$ cat src/hdl/cmt_defines.svh
// Named constants for the core timing and memory map decoder.
// Assumes inclusion by bare name from the design file.
`ifndef CMT_DEFINES_SVH
`define CMT_DEFINES_SVH

// ****************************************
// Timing
// ****************************************
`define CMT_MAX_SYS_MHZ   25
`define CMT_INSTR_COUNT   109
`define CMT_MAX_CLOCKS    4'h8
`define CMT_C1            4'h1
`define CMT_C2            4'h2
`define CMT_C3            4'h3
`define CMT_L1            2'h1
`define CMT_L2            2'h2
`define CMT_L3            2'h3

// ****************************************
// Internal data space
// ****************************************
`define CMT_IRAM_BYTES    256
`define CMT_LOW_TOP       8'h7F
`define CMT_BANK_TOP      8'h1F
`define CMT_BITRAM_BASE   8'h20
`define CMT_BITRAM_TOP    8'h2F
`define CMT_PROGRAM_STORE_CONTROL_ADDR    8'h8F
`define CMT_PSWE_BIT      0

// ****************************************
// Program and external data space
// ****************************************
`define CMT_PM_SPACE      16'h2000
`define CMT_FLASH_TOP     16'h207F
`define CMT_FACT_LO       16'h1E00
`define CMT_FACT_HI       16'h1FFF
`define CMT_XRAM_TOP      16'h03FF
`define CMT_HAS_XRAM      1'b1

`endif

$ cat src/hdl/cmt_pkg.sv
// Types shared by the core timing and memory map decoder.
// Assumes nothing of its surroundings.
package cmt_pkg;

  typedef enum logic [5:0] {
    mov_a_imm, mov_rn_a, mov_rn_dir, mov_rn_imm, mov_dir_a, mov_dir_rn,
    mov_dir_dir, mov_dir_ind, mov_dir_imm, mov_ind_a, mov_ind_dir, mov_ind_imm,
    mov_data_pointer_imm, code_byte_move_data_pointer, code_byte_move_pc, external_data_move_rd_ind, external_data_move_wr_ind, external_data_move_rd_data_pointer,
    external_data_move_wr_data_pointer, push_dir, pop_dir, xch_rn, xch_dir, xch_ind, nibble_exchange_ind,
    clr_c, clr_bit, setb_c, setb_bit, cpl_c, cpl_bit, anl_c_bit, anl_c_nbit,
    orl_c_bit, orl_c_nbit, mov_c_bit, mov_bit_c, jc_rel
  } cmt_cls_e;

  typedef enum logic [2:0] {
    am_direct, am_indirect, am_bit, am_wreg, am_code, am_xdata
  } cmt_am_e;

  typedef enum logic [2:0] {
    tg_none, tg_bank, tg_low, tg_bitram, tg_upper, tg_sfr, tg_flash, tg_xram
  } cmt_tgt_e;

  typedef enum logic [1:0] {
    st_idle = 2'b00,
    st_busy = 2'b01,
    st_last = 2'b11
  } cmt_st_e;

  typedef struct packed {
    logic     valid;
    cmt_cls_e cls;
  } cmt_instr_s;

  typedef struct packed {
    logic [1:0] len;
    logic [3:0] clk_min;
    logic [3:0] clk_max;
  } cmt_time_s;

  typedef struct packed {
    logic        valid;
    cmt_am_e     am;
    logic        write;
    logic [15:0] addr;
    logic [1:0]  bank;
    logic [7:0]  wdata;
  } cmt_mreq_s;

  typedef struct packed {
    logic        valid;
    cmt_tgt_e    tgt;
    logic        write;
    logic [15:0] index;
    logic [2:0]  bitpos;
    logic [7:0]  wdata;
  } cmt_msel_s;

endpackage

$ cat src/hdl/cmt_core_map.sv
// Instruction timing, boolean and exchange datapath, memory space decode.
// Assumes instruction class and memory requests arrive synchronous to core_clk.
`timescale 1ns/10ps
`include "cmt_defines.svh"

// Overview of operation
// - Accept up to one instruction per clock
// - Table of 109; none exceeds eight clocks
// - External and code byte moves: 1 byte, 3 clocks
// - Accumulator to indirect RAM: 1 byte, 2 clocks
// - Register exchange: 1 byte, 1 clock
// - Nibble exchange swaps low nibbles, 2 clocks
// - Jump if carry: 2 bytes, 2/3 clocks
// - Direct/immediate to direct: 3 bytes, 3 clocks
// - Data pointer load: 3 bytes, 3 clocks
// - Carry AND/OR with bit 2/2; clear/set/complement carry 1/1
// - 256 byte data, 8 kB program spaces
// - Flash spans 0x0000 to 0x207F
// - Factory range 0x1E00-0x1FFF never user-written
// - Write enable bit routes external writes to Flash
// - Flash read and written byte at a time
// - Lower 128 bytes direct and indirect
// - 0x00-0x1F four banks of eight registers
// - 0x20-0x2F bytes or 128 bits
// - Above 0x7F: direct SPECIAL_FUNCTION_REGISTER_SPACE, indirect upper RAM
// - Upper RAM never reached directly
// - 1024 byte external RAM via external moves
module cmt_core_map (
  input  wire logic               core_clk,
  input  wire logic               rst_b,
  input  wire cmt_pkg::cmt_instr_s instr,
  output logic                    instr_ready,
  input  wire logic [7:0]         acc_in,
  input  wire logic [7:0]         ram_in,
  input  wire logic               bit_in,
  output logic                    issue_o,
  output logic [1:0]              len_o,
  output logic [3:0]              clocks_o,
  output logic [7:0]              acc_o,
  output logic [7:0]              ram_o,
  output logic                    ram_we_o,
  output logic                    bit_o,
  output logic                    bit_we_o,
  output logic                    carry_o,
  output logic                    jc_taken_o,
  input  wire cmt_pkg::cmt_mreq_s mreq,
  output cmt_pkg::cmt_msel_s      msel_o,
  output logic                    flash_we_o,
  output logic                    xram_we_o,
  output logic                    pswe_o
);

  // ****************************************
  // Functions
  // ****************************************
  function automatic cmt_pkg::cmt_time_s time_of(input cmt_pkg::cmt_cls_e c);
    cmt_pkg::cmt_time_s t;
    t.len     = `CMT_L2;
    t.clk_min = `CMT_C2;
    t.clk_max = `CMT_C2;
    case (c)
      cmt_pkg::mov_rn_a, cmt_pkg::xch_rn, cmt_pkg::clr_c, cmt_pkg::setb_c,
      cmt_pkg::cpl_c: begin
        t.len     = `CMT_L1;
        t.clk_min = `CMT_C1;
        t.clk_max = `CMT_C1;
      end
      cmt_pkg::mov_dir_dir, cmt_pkg::mov_dir_imm, cmt_pkg::mov_data_pointer_imm: begin
        t.len     = `CMT_L3;
        t.clk_min = `CMT_C3;
        t.clk_max = `CMT_C3;
      end
      cmt_pkg::mov_ind_a, cmt_pkg::xch_ind, cmt_pkg::nibble_exchange_ind: begin
        t.len = `CMT_L1;
      end
      cmt_pkg::code_byte_move_data_pointer, cmt_pkg::code_byte_move_pc, cmt_pkg::external_data_move_rd_ind,
      cmt_pkg::external_data_move_wr_ind, cmt_pkg::external_data_move_rd_data_pointer, cmt_pkg::external_data_move_wr_data_pointer: begin
        t.len     = `CMT_L1;
        t.clk_min = `CMT_C3;
        t.clk_max = `CMT_C3;
      end
      cmt_pkg::jc_rel: begin
        t.clk_max = `CMT_C3;
      end
      default: begin
        t.len = `CMT_L2;
      end
    endcase
    return t;
  endfunction

  function automatic cmt_pkg::cmt_tgt_e low_tgt(input logic [7:0] a);
    cmt_pkg::cmt_tgt_e g;
    g = cmt_pkg::tg_low;
    if (a <= `CMT_BANK_TOP) begin
      g = cmt_pkg::tg_bank;
    end else if (a >= `CMT_BITRAM_BASE && a <= `CMT_BITRAM_TOP) begin
      g = cmt_pkg::tg_bitram;
    end
    return g;
  endfunction

  // ****************************************
  // Reset release
  // ****************************************
  logic rst_meta_r;
  logic rst_sync_b;

  always_ff @(posedge core_clk or negedge rst_b) begin
    if (!rst_b) begin
      rst_meta_r <= 1'b0;
      rst_sync_b <= 1'b0;
    end else begin
      rst_meta_r <= 1'b1;
      rst_sync_b <= rst_meta_r;
    end
  end

  // ****************************************
  // Issue sequencing
  // ****************************************
  cmt_pkg::cmt_st_e   st_r;
  logic [3:0]         cnt_r;
  cmt_pkg::cmt_time_s tm;
  logic [3:0]         eff_clk;
  logic               accept;

  assign tm          = time_of(instr.cls);
  assign eff_clk     = (instr.cls == cmt_pkg::jc_rel && carry_o) ? tm.clk_max : tm.clk_min;
  assign instr_ready = (st_r == cmt_pkg::st_idle);
  assign accept      = instr.valid && instr_ready;

  always_ff @(posedge core_clk or negedge rst_sync_b) begin
    if (!rst_sync_b) begin
      st_r  <= cmt_pkg::st_idle;
      cnt_r <= 4'h0;
    end else begin
      case (st_r)
        cmt_pkg::st_idle: begin
          if (accept && eff_clk == `CMT_C2) begin
            st_r <= cmt_pkg::st_last;
          end else if (accept && eff_clk > `CMT_C2) begin
            st_r  <= cmt_pkg::st_busy;
            cnt_r <= eff_clk - `CMT_C2;
          end
        end
        cmt_pkg::st_busy: begin
          cnt_r <= cnt_r - `CMT_C1;
          if (cnt_r == `CMT_C1) begin
            st_r <= cmt_pkg::st_last;
          end
        end
        cmt_pkg::st_last: begin
          st_r <= cmt_pkg::st_idle;
        end
        default: begin
          st_r <= cmt_pkg::st_idle;
        end
      endcase
    end
  end

  always_ff @(posedge core_clk or negedge rst_sync_b) begin
    if (!rst_sync_b) begin
      issue_o    <= 1'b0;
      len_o      <= 2'h0;
      clocks_o   <= 4'h0;
      jc_taken_o <= 1'b0;
    end else begin
      issue_o <= accept;
      if (accept) begin
        len_o      <= tm.len;
        clocks_o   <= eff_clk;
        jc_taken_o <= (instr.cls == cmt_pkg::jc_rel) && carry_o;
      end
    end
  end

  // ****************************************
  // Boolean unit
  // ****************************************
  always_ff @(posedge core_clk or negedge rst_sync_b) begin
    if (!rst_sync_b) begin
      carry_o <= 1'b0;
    end else if (accept) begin
      case (instr.cls)
        cmt_pkg::clr_c:      carry_o <= 1'b0;
        cmt_pkg::setb_c:     carry_o <= 1'b1;
        cmt_pkg::cpl_c:      carry_o <= ~carry_o;
        cmt_pkg::anl_c_bit:  carry_o <= carry_o & bit_in;
        cmt_pkg::anl_c_nbit: carry_o <= carry_o & ~bit_in;
        cmt_pkg::orl_c_bit:  carry_o <= carry_o | bit_in;
        cmt_pkg::orl_c_nbit: carry_o <= carry_o | ~bit_in;
        cmt_pkg::mov_c_bit:  carry_o <= bit_in;
        default:             carry_o <= carry_o;
      endcase
    end
  end

  always_ff @(posedge core_clk or negedge rst_sync_b) begin
    if (!rst_sync_b) begin
      bit_o    <= 1'b0;
      bit_we_o <= 1'b0;
    end else begin
      bit_we_o <= accept && (instr.cls == cmt_pkg::clr_bit || instr.cls == cmt_pkg::setb_bit
                  || instr.cls == cmt_pkg::cpl_bit || instr.cls == cmt_pkg::mov_bit_c);
      if (accept) begin
        case (instr.cls)
          cmt_pkg::clr_bit:   bit_o <= 1'b0;
          cmt_pkg::setb_bit:  bit_o <= 1'b1;
          cmt_pkg::cpl_bit:   bit_o <= ~bit_in;
          cmt_pkg::mov_bit_c: bit_o <= carry_o;
          default:            bit_o <= bit_o;
        endcase
      end
    end
  end

  // ****************************************
  // Exchange datapath
  // ****************************************
  always_ff @(posedge core_clk or negedge rst_sync_b) begin
    if (!rst_sync_b) begin
      acc_o    <= 8'h00;
      ram_o    <= 8'h00;
      ram_we_o <= 1'b0;
    end else begin
      ram_we_o <= 1'b0;
      if (accept) begin
        case (instr.cls)
          cmt_pkg::xch_rn, cmt_pkg::xch_dir, cmt_pkg::xch_ind: begin
            acc_o    <= ram_in;
            ram_o    <= acc_in;
            ram_we_o <= 1'b1;
          end
          cmt_pkg::nibble_exchange_ind: begin
            acc_o    <= {acc_in[7:4], ram_in[3:0]};
            ram_o    <= {ram_in[7:4], acc_in[3:0]};
            ram_we_o <= 1'b1;
          end
          cmt_pkg::mov_ind_a: begin
            ram_o    <= acc_in;
            ram_we_o <= 1'b1;
          end
          default: begin
            acc_o <= acc_o;
          end
        endcase
      end
    end
  end

  // ****************************************
  // Program store control
  // ****************************************
  always_ff @(posedge core_clk or negedge rst_sync_b) begin
    if (!rst_sync_b) begin
      pswe_o <= 1'b0;
    end else if (mreq.valid && mreq.write && mreq.am == cmt_pkg::am_direct
                 && mreq.addr[7:0] == `CMT_PROGRAM_STORE_CONTROL_ADDR) begin
      pswe_o <= mreq.wdata[`CMT_PSWE_BIT];
    end
  end

  // ****************************************
  // Memory space decode
  // ****************************************
  cmt_pkg::cmt_msel_s sel_nxt;
  logic               flash_we_nxt;
  logic               xram_we_nxt;
  logic               in_fact;

  assign in_fact = mreq.addr >= `CMT_FACT_LO && mreq.addr <= `CMT_FACT_HI;

  always_comb begin
    sel_nxt        = '0;
    sel_nxt.valid  = mreq.valid;
    sel_nxt.write  = mreq.write;
    sel_nxt.wdata  = mreq.wdata;
    sel_nxt.index  = {8'h00, mreq.addr[7:0]};
    sel_nxt.tgt    = cmt_pkg::tg_none;
    flash_we_nxt   = 1'b0;
    xram_we_nxt    = 1'b0;
    case (mreq.am)
      cmt_pkg::am_direct: begin
        sel_nxt.tgt = (mreq.addr[7:0] > `CMT_LOW_TOP) ? cmt_pkg::tg_sfr
                      : low_tgt(mreq.addr[7:0]);
      end
      cmt_pkg::am_indirect: begin
        sel_nxt.tgt = (mreq.addr[7:0] > `CMT_LOW_TOP) ? cmt_pkg::tg_upper
                      : low_tgt(mreq.addr[7:0]);
      end
      cmt_pkg::am_wreg: begin
        sel_nxt.tgt   = cmt_pkg::tg_bank;
        sel_nxt.index = {11'h000, mreq.bank, mreq.addr[2:0]};
      end
      cmt_pkg::am_bit: begin
        sel_nxt.bitpos = mreq.addr[2:0];
        if (!mreq.addr[7]) begin
          sel_nxt.tgt   = cmt_pkg::tg_bitram;
          sel_nxt.index = {8'h00, `CMT_BITRAM_BASE + {4'h0, mreq.addr[6:3]}};
        end else begin
          sel_nxt.tgt   = cmt_pkg::tg_sfr;
          sel_nxt.index = {8'h00, mreq.addr[7:3], 3'h0};
        end
      end
      cmt_pkg::am_code: begin
        sel_nxt.index = mreq.addr;
        if (!mreq.write && mreq.addr <= `CMT_FLASH_TOP) begin
          sel_nxt.tgt = cmt_pkg::tg_flash;
        end
      end
      cmt_pkg::am_xdata: begin
        sel_nxt.index = mreq.addr;
        if (mreq.write && pswe_o) begin
          if (mreq.addr <= `CMT_FLASH_TOP && !in_fact) begin
            sel_nxt.tgt  = cmt_pkg::tg_flash;
            flash_we_nxt = mreq.valid;
          end
        end else if (`CMT_HAS_XRAM && mreq.addr <= `CMT_XRAM_TOP) begin
          sel_nxt.tgt = cmt_pkg::tg_xram;
          xram_we_nxt = mreq.valid && mreq.write;
        end
      end
      default: begin
        sel_nxt.tgt = cmt_pkg::tg_none;
      end
    endcase
  end

  always_ff @(posedge core_clk or negedge rst_sync_b) begin
    if (!rst_sync_b) begin
      msel_o     <= '0;
      flash_we_o <= 1'b0;
      xram_we_o  <= 1'b0;
    end else begin
      msel_o     <= sel_nxt;
      flash_we_o <= flash_we_nxt;
      xram_we_o  <= xram_we_nxt;
    end
  end
endmodule

$ cat config.mk
export PLATFORM = sky130hd
export DESIGN_NAME = cmt_core_map
export DESIGN_NICKNAME = d
export VERILOG_FILES = /design/src/hdl/cmt_pkg.sv /design/src/hdl/cmt_core_map.sv
export VERILOG_INCLUDE_DIRS = /design/src /design/src/hdl
export SDC_FILE = /design/constraint.sdc
export NUM_CORES = 1
export LEC_CHECK = 0
export BUFFER_PORTS_ARGS = -buffer_cell sky130_fd_sc_hd__buf_2
export CORE_MARGIN = 10
export CORE_UTILIZATION = 44
export DETAILED_ROUTE_END_ITERATION = 10
export PLACE_DENSITY = 0.76
export REMOVE_ABC_BUFFERS = 1
export SETUP_SLACK_MARGIN = 0.05
export SLEW_MARGIN = 20
export SYNTH_ARGS = -nofsm -noshare
export SYNTH_HDL_FRONTEND = slang
export SYNTH_SLANG_ARGS = --single-unit
$ cat constraint.sdc
create_clock -name core_clk -period 2.1 [get_ports core_clk]
set_clock_uncertainty 0.1 [all_clocks]
set_input_delay 0.21 -clock core_clk [delete_from_list [all_inputs] [get_ports core_clk]]
set_output_delay 0.21 -clock core_clk [all_outputs]
set_load 0.02 [all_outputs]
== Word level (Yosys, flattened, before mapping) ==
Index checks and enable logic that the tools add are counted.

* Register bits: 71
* Latch bits: 0
* RAM bits: 0
* Memory bits (read-only): 0
* Input bits: 57
* Logic and storage cells: 158
* Memories: 0

* Add/subtract/negate cells: 3
* Multipliers: 0
* Div/mod/pow operators: 0
* $lt $le $gt $ge: 9
* Eq/ne operators: 41
* Shifts and indexed selects: 0
* Multiplexer cells: 36
* Bitwise gates (word level): 6
* Reductions and logical operators: 40

{| class="wikitable"
|+ Operator list
! kind !! number
|-
| $eq A6 B5 Y1 const B || 14
|-
| $pmux W16 S3 || 1
|-
| $eq A6 B4 Y1 const B || 6
|-
| $eq A6 B6 Y1 const B || 6
|-
| $pmux W8 S2 || 2
|-
| $mux W3 || 9
|-
| $pmux W3 S6 || 1
|-
| $ge A16 B13 Y1 const B || 1
|-
| $le A16 B10 Y1 const B || 1
|-
| $le A16 B13 Y1 const B || 1
|-
| $le A16 B14 Y1 const B || 1
|-
| $pmux W2 S2 || 4
|-
| $reduce_or A14 Y1 || 1
|-
| $logic_and A1 B1 Y1 || 13
|-
| $mux W4 || 3
|-
| $reduce_and A2 Y1 || 5
|-
| $reduce_or A10 Y1 || 1
|-
| $reduce_or A5 Y1 || 2
|-
| $mux W1 || 9
|-
| $reduce_or A9 Y1 || 1
|-
| $eq A8 B8 Y1 const B || 1
|-
| $ge A8 B6 Y1 const B || 1
|-
| $gt A8 B7 Y1 const B || 1
|-
| $le A8 B5 Y1 const B || 1
|-
| 35 further kinds || 49
|}

== Longest topological paths before layout ==
* Depth after elaboration: 9
* Depth in mapped cells: 6
* Mapped depth without buffers: 6

== Least setup slack after synthesis ==
No wires, ideal clock.

* Kind: register -> register
* From: reg st_r[1]
* To: reg ram_o[0]
* Library setup time: 0.125 ns
* Arrival time: 1.626 ns
* Data required time: 1.875 ns
* Slack: 0.249 ns
* Cell stages (with the launch flop): 7
* Buffers on the path: 2
* Period minus slack after synthesis: 1.851 ns
* Cell sequence: dfrtp_1 > or3b_1 > buf_2 > nor2_4 > and2_1 > buf_4 > mux2_2

* Longest elaborated chain between the ends: 3

{| class="wikitable"
|+ RTL lines
! element !! RTL line !! RTL
|-
| start, declared || cmt_core_map.sv:122 || <nowiki>cmt_pkg::cmt_st_e st_r;</nowiki>
|-
| start signal, assigned || cmt_core_map.sv:135 || <nowiki>st_r <= cmt_pkg::st_idle;</nowiki>
|-
| start signal, assigned || cmt_core_map.sv:141 || <nowiki>st_r <= cmt_pkg::st_last;</nowiki>
|-
| start signal, assigned || cmt_core_map.sv:143 || <nowiki>st_r <= cmt_pkg::st_busy;</nowiki>
|-
| $logic_not A2 Y1 || cmt_core_map.sv:130 || <nowiki>assign instr_ready = (st_r == cmt_pkg::st_idle);</nowiki>
|-
| $logic_and A1 B1 Y1 || cmt_core_map.sv:131 || <nowiki>assign accept = instr.valid && instr_ready;</nowiki>
|-
| $reduce_and A2 Y1 (no source line) || n/a ||
|-
| end signal, assigned || cmt_core_map.sv:233 || <nowiki>ram_o <= acc_in;</nowiki>
|-
| end signal, assigned || cmt_core_map.sv:238 || <nowiki>ram_o <= {ram_in[7:4], acc_in[3:0]};</nowiki>
|-
| end signal, assigned || cmt_core_map.sv:242 || <nowiki>ram_o <= acc_in;</nowiki>
|-
| end, declared || cmt_core_map.sv:40 || <nowiki>output logic [7:0] ram_o,</nowiki>
|}

Every way passes these cells.
A chain may end at the register's enable or synchronous reset.

== Worst setup path after layout ==
* From: reg st_r[1]
* To: reg carry_o

* Longest elaborated chain between the ends: 3

{| class="wikitable"
|+ RTL lines
! element !! RTL line !! RTL
|-
| $logic_not A2 Y1 || cmt_core_map.sv:130 ||
|-
| $logic_and A1 B1 Y1 || cmt_core_map.sv:131 ||
|-
| named net accept || cmt_core_map.sv:126 || <nowiki>logic accept;</nowiki>
|-
| $reduce_and A2 Y1 (no source line) || n/a ||
|-
| end signal, assigned || cmt_core_map.sv:189 || <nowiki>cmt_pkg::cpl_c: carry_o <= ~carry_o;</nowiki>
|-
| end signal, assigned || cmt_core_map.sv:190 || <nowiki>cmt_pkg::anl_c_bit: carry_o <= carry_o & bit_in;</nowiki>
|-
| end signal, assigned || cmt_core_map.sv:191 || <nowiki>cmt_pkg::anl_c_nbit: carry_o <= carry_o & ~bit_in;</nowiki>
|-
| end, declared || cmt_core_map.sv:44 || <nowiki>output logic carry_o,</nowiki>
|}

The timed path passes the listed nets, and every way through them passes these cells.

==> summary.txt <==
Crit path required time = 2.22 ns
aggregate routed wire length = 9198 um
period utilization = 90.95%
Placer Congestion = 0.9244
gr usage total = 16.49%
Worst-Margin Slew = 0.5409 ns
Max Slew Vio Count = 0
setup bufs post-CTS = 0
share of the synthesized area in the top cell type = 53.63%
share of post-route cells with drive strength above 1 = 36.22%
Synth cell types = 58
pwr dens = 950.9 mW/mm^2
die height = 105.5 um
maximum clock path buffer count = 2
Syn. warnings = 0
Worst Setup End Kind = flop
RSZ-0062 raised after global routing = no
Final Cell Area = 0.004375 mm^2
H-tree Lvls = 3
wire per inst = 16.72 um
Vias = 2871
Row Count = 31
vias in the first global route = 3014
Slowest-stage cell, CP = or3b_1
die area = 0.01114 mm^2
post-synthesis instance area = 0.003219 mm^2
most frequently used flop master after synthesis = dfrtp_1
worst vdd ir = 0.4392 mV
Buffers on Ports = 118
initial antenna violation count = 1
Avg Synthesized Cell Area = 10.77 um^2
Nets = 504
CP max FO = 10
Stages on worst setup path = 6
vias per cell = 5.220
Slew headroom = 63.01%
status = complete, no violations
Hold Crit Class = input pin to flop
Post-CTS Hold Buffers = 27
Area contributors post-synth = dfrtp_1 54%, mux2_2 4.9%, o21ai_0 3.0%
CTS root buffer = clkbuf_8
# clock sinks = 69
clk slew on worst S/H paths = 0.08 ns
first-pass GRT wire length = 15020 um
CTS tree = built
Seq cells post-synth = 69
area leader, netlist = dfrtp_1
largest net degree at the start of global routing = 59
Syn Inst Count = 299
Congestion Overflow GR = 0
Post-route DRC = 0
Max Fclk = 0.5236 GHz
Post-CTS Resized = 0
Lkg Pwr = 2.170 nW
number of CTS-inserted buffers = 9
family with the most delay on the worst path = compound AO/OA/AOI/OAI gates
IO Count = 121
worst path cell trace = or3b_1 > buf_4 > inv_2 > o21ai_0 > a221oi_1 > o22ai_1
post-synthesis sequential area ratio = 53.63%
Area Overhead vs Synth = 35.91%
Setup-failing EPs final = 0
1st-pass router iterations = 4
Bufs and invs on worst path = 2
shortest period the worst path allows = 1.910 ns
initial core utilization = 44.86%
critical setup path kind = flop to flop
post-DP HPWL = 6540 um
Die W = 105.5 um
WP data arrival = 2.03 ns
cells on worst reg2reg path = 6
Synth async-reset ratio = 100.0%
Placement Cell Area = 0.003905 mm^2
WHS = 0.007870 ns
Worst Hold Path Cells = 2
Post-synth EDFFs = 0
final hold vios = 0
startpoint types = flop
Skew-Pair Late Insertion Delay = 0.35 ns
core area = 0.007176 mm^2
antenna viol nets, final = 0
1st-iter DRT viols = 150
Crit path largest cell delay = 0.44 ns
total of max-cap violations = 0
r2r setup slk = 0.19 ns
==> state kept, by name (all words and copies together), names as in the netlist, 2 cells and up <==
register,cells
msel_o,32
cnt_r,4
ram_o,8
st_r,2
acc_o,8
clocks_o,2
len_o,2
==> path summary, 6_finish.rpt <==
check                      startpoint          end
max reg2reg                   st_r[1]      carry_o
max in group asynchronous  rst_sync_b  clocks_o[1]
max                           st_r[1]      carry_o
min                          mreq[25]   msel_o[26]
min reg2reg                rst_sync_b    msel_o[5]
min in group asynchronous  rst_sync_b    msel_o[5]
==> kinds of logic (layout without fill, tap and decap cells) <==
group	Yosys count	after routing	synth area share (%)
mux	18	18	6.296
compound gates	66	66	12.71
xor+xnor	4	4	1.088
simple gates	108	108	20.91
flops	69	69	53.63
other cells	2	4	0.2333
buf+inv	30	180	4.352
fa+ha+maj	2	2	0.7772
==> worst reg2reg max path: stages (launching register included) <==
cell,delay (ns)
dfrtp_1,0.41
or3b_1,0.44
buf_4,0.18
inv_2,0.14
o21ai_0,0.14
a221oi_1,0.25
o22ai_1,0.13
==> synth_stat cells (all sizes together) (2+ instances only) <==
cell type	count
nor2	16
dfrtp	69
a221oi	2
nor4	5
a211oi	5
a32o	2
inv	13
conb	2
nand3	12
or3	3
nand2	8
clkbuf	6
nor3b	4
and2	12
nand2b	5
mux2	18
nor3	9
ha	2
o21ai	19
buf	11
and4	2
nand4	3
nor2b	7
a31oi	5
a21o	2
and3	3
o22ai	3
nand3b	2
and3b	5
a21oi	18
xnor2	3
a2111oi	2
nor4b	4
==> area by class of cell <==
cell class | instances | area, um^2
Multi-Input combinational cell | 201 | 1356
Tap cell | 99 | 123.9
Clock buffer | 9 | 123.9
Antenna cell | 1 | 2.502
Fill cell | 617 | 2800
Inverter | 13 | 48.80
Clock inverter | 7 | 73.82
Timing Repair Buffer | 151 | 918.4
Sequential cell | 69 | 1728
==> metrics by stage <==
| stage | setup slack (ns) | power [W] | TNS, ns | util [%] | instances |
|---|---|---|---|---|---|
| detailed placement | 0.1758 | 0.003078 | 0 | 54.42 | 506 |
| global placement | 0.1998 | 0.003046 | 0 | 54.42 | 506 |
| floorplan | -0.06369 | 0.002561 | -4.267 | - | 283 |
| finish | 0.1900 | 0.004161 | 0 | 60.98 | 550 |
| CTS | 0.2131 | 0.004198 | 0 | 60.94 | 549 |
| global route | 0.1138 | 0.004399 | 0 | 60.98 | 550 |
==> report_power, final <==
group	switching [W]	internal [W]	leakage, nW
sequential	0.000180	0.00161	0.867
combinational	0.000770	0.000527	1.20
clock	0.000526	0.000552	0.0996
==> cells in the final DEF (no fill, tap or decap), types with 2 or more instances in the layout <==
| cell | n |
|---|---|
| o21ai_0 | 19 |
| o22ai_1 | 3 |
| dfrtp_1 | 68 |
| nor2_1 | 15 |
| inv_1 | 12 |
| buf_4 | 5 |
| nand3_1 | 11 |
| a211oi_1 | 5 |
| and3b_1 | 5 |
| nand3b_1 | 2 |
| xnor2_1 | 3 |
| a21o_1 | 2 |
| buf_2 | 118 |
| a2111oi_0 | 2 |
| mux2_1 | 4 |
| a31oi_1 | 5 |
| nor3b_1 | 4 |
| nand2_1 | 8 |
| ha_1 | 2 |
| or3_1 | 2 |
| conb_1 | 3 |
| clkbuf_8 | 9 |
| and4_1 | 2 |
| nand4_1 | 3 |
| clkinv_2 | 2 |
| nor3_1 | 9 |
| nor2b_1 | 7 |
| a32o_1 | 2 |
| clkinv_4 | 2 |
| nand2b_1 | 5 |
| mux2_2 | 14 |
| and2_1 | 12 |
| and3_1 | 3 |
| a21oi_1 | 18 |
| a221oi_1 | 2 |
| nor4b_1 | 3 |
| nor4_1 | 5 |
| dlygate4sd3_1 | 27 |
==> metal layers <==
metal	vias up	GRT usage, %	routed length, um
li1	1368	-	-
met1	1356	18.10	3594
met2	131	28.58	4676
met3	16	5.725	790
met4	0	6.673	137
met5	-	0	0
Power figures use the tool's default switching activity.
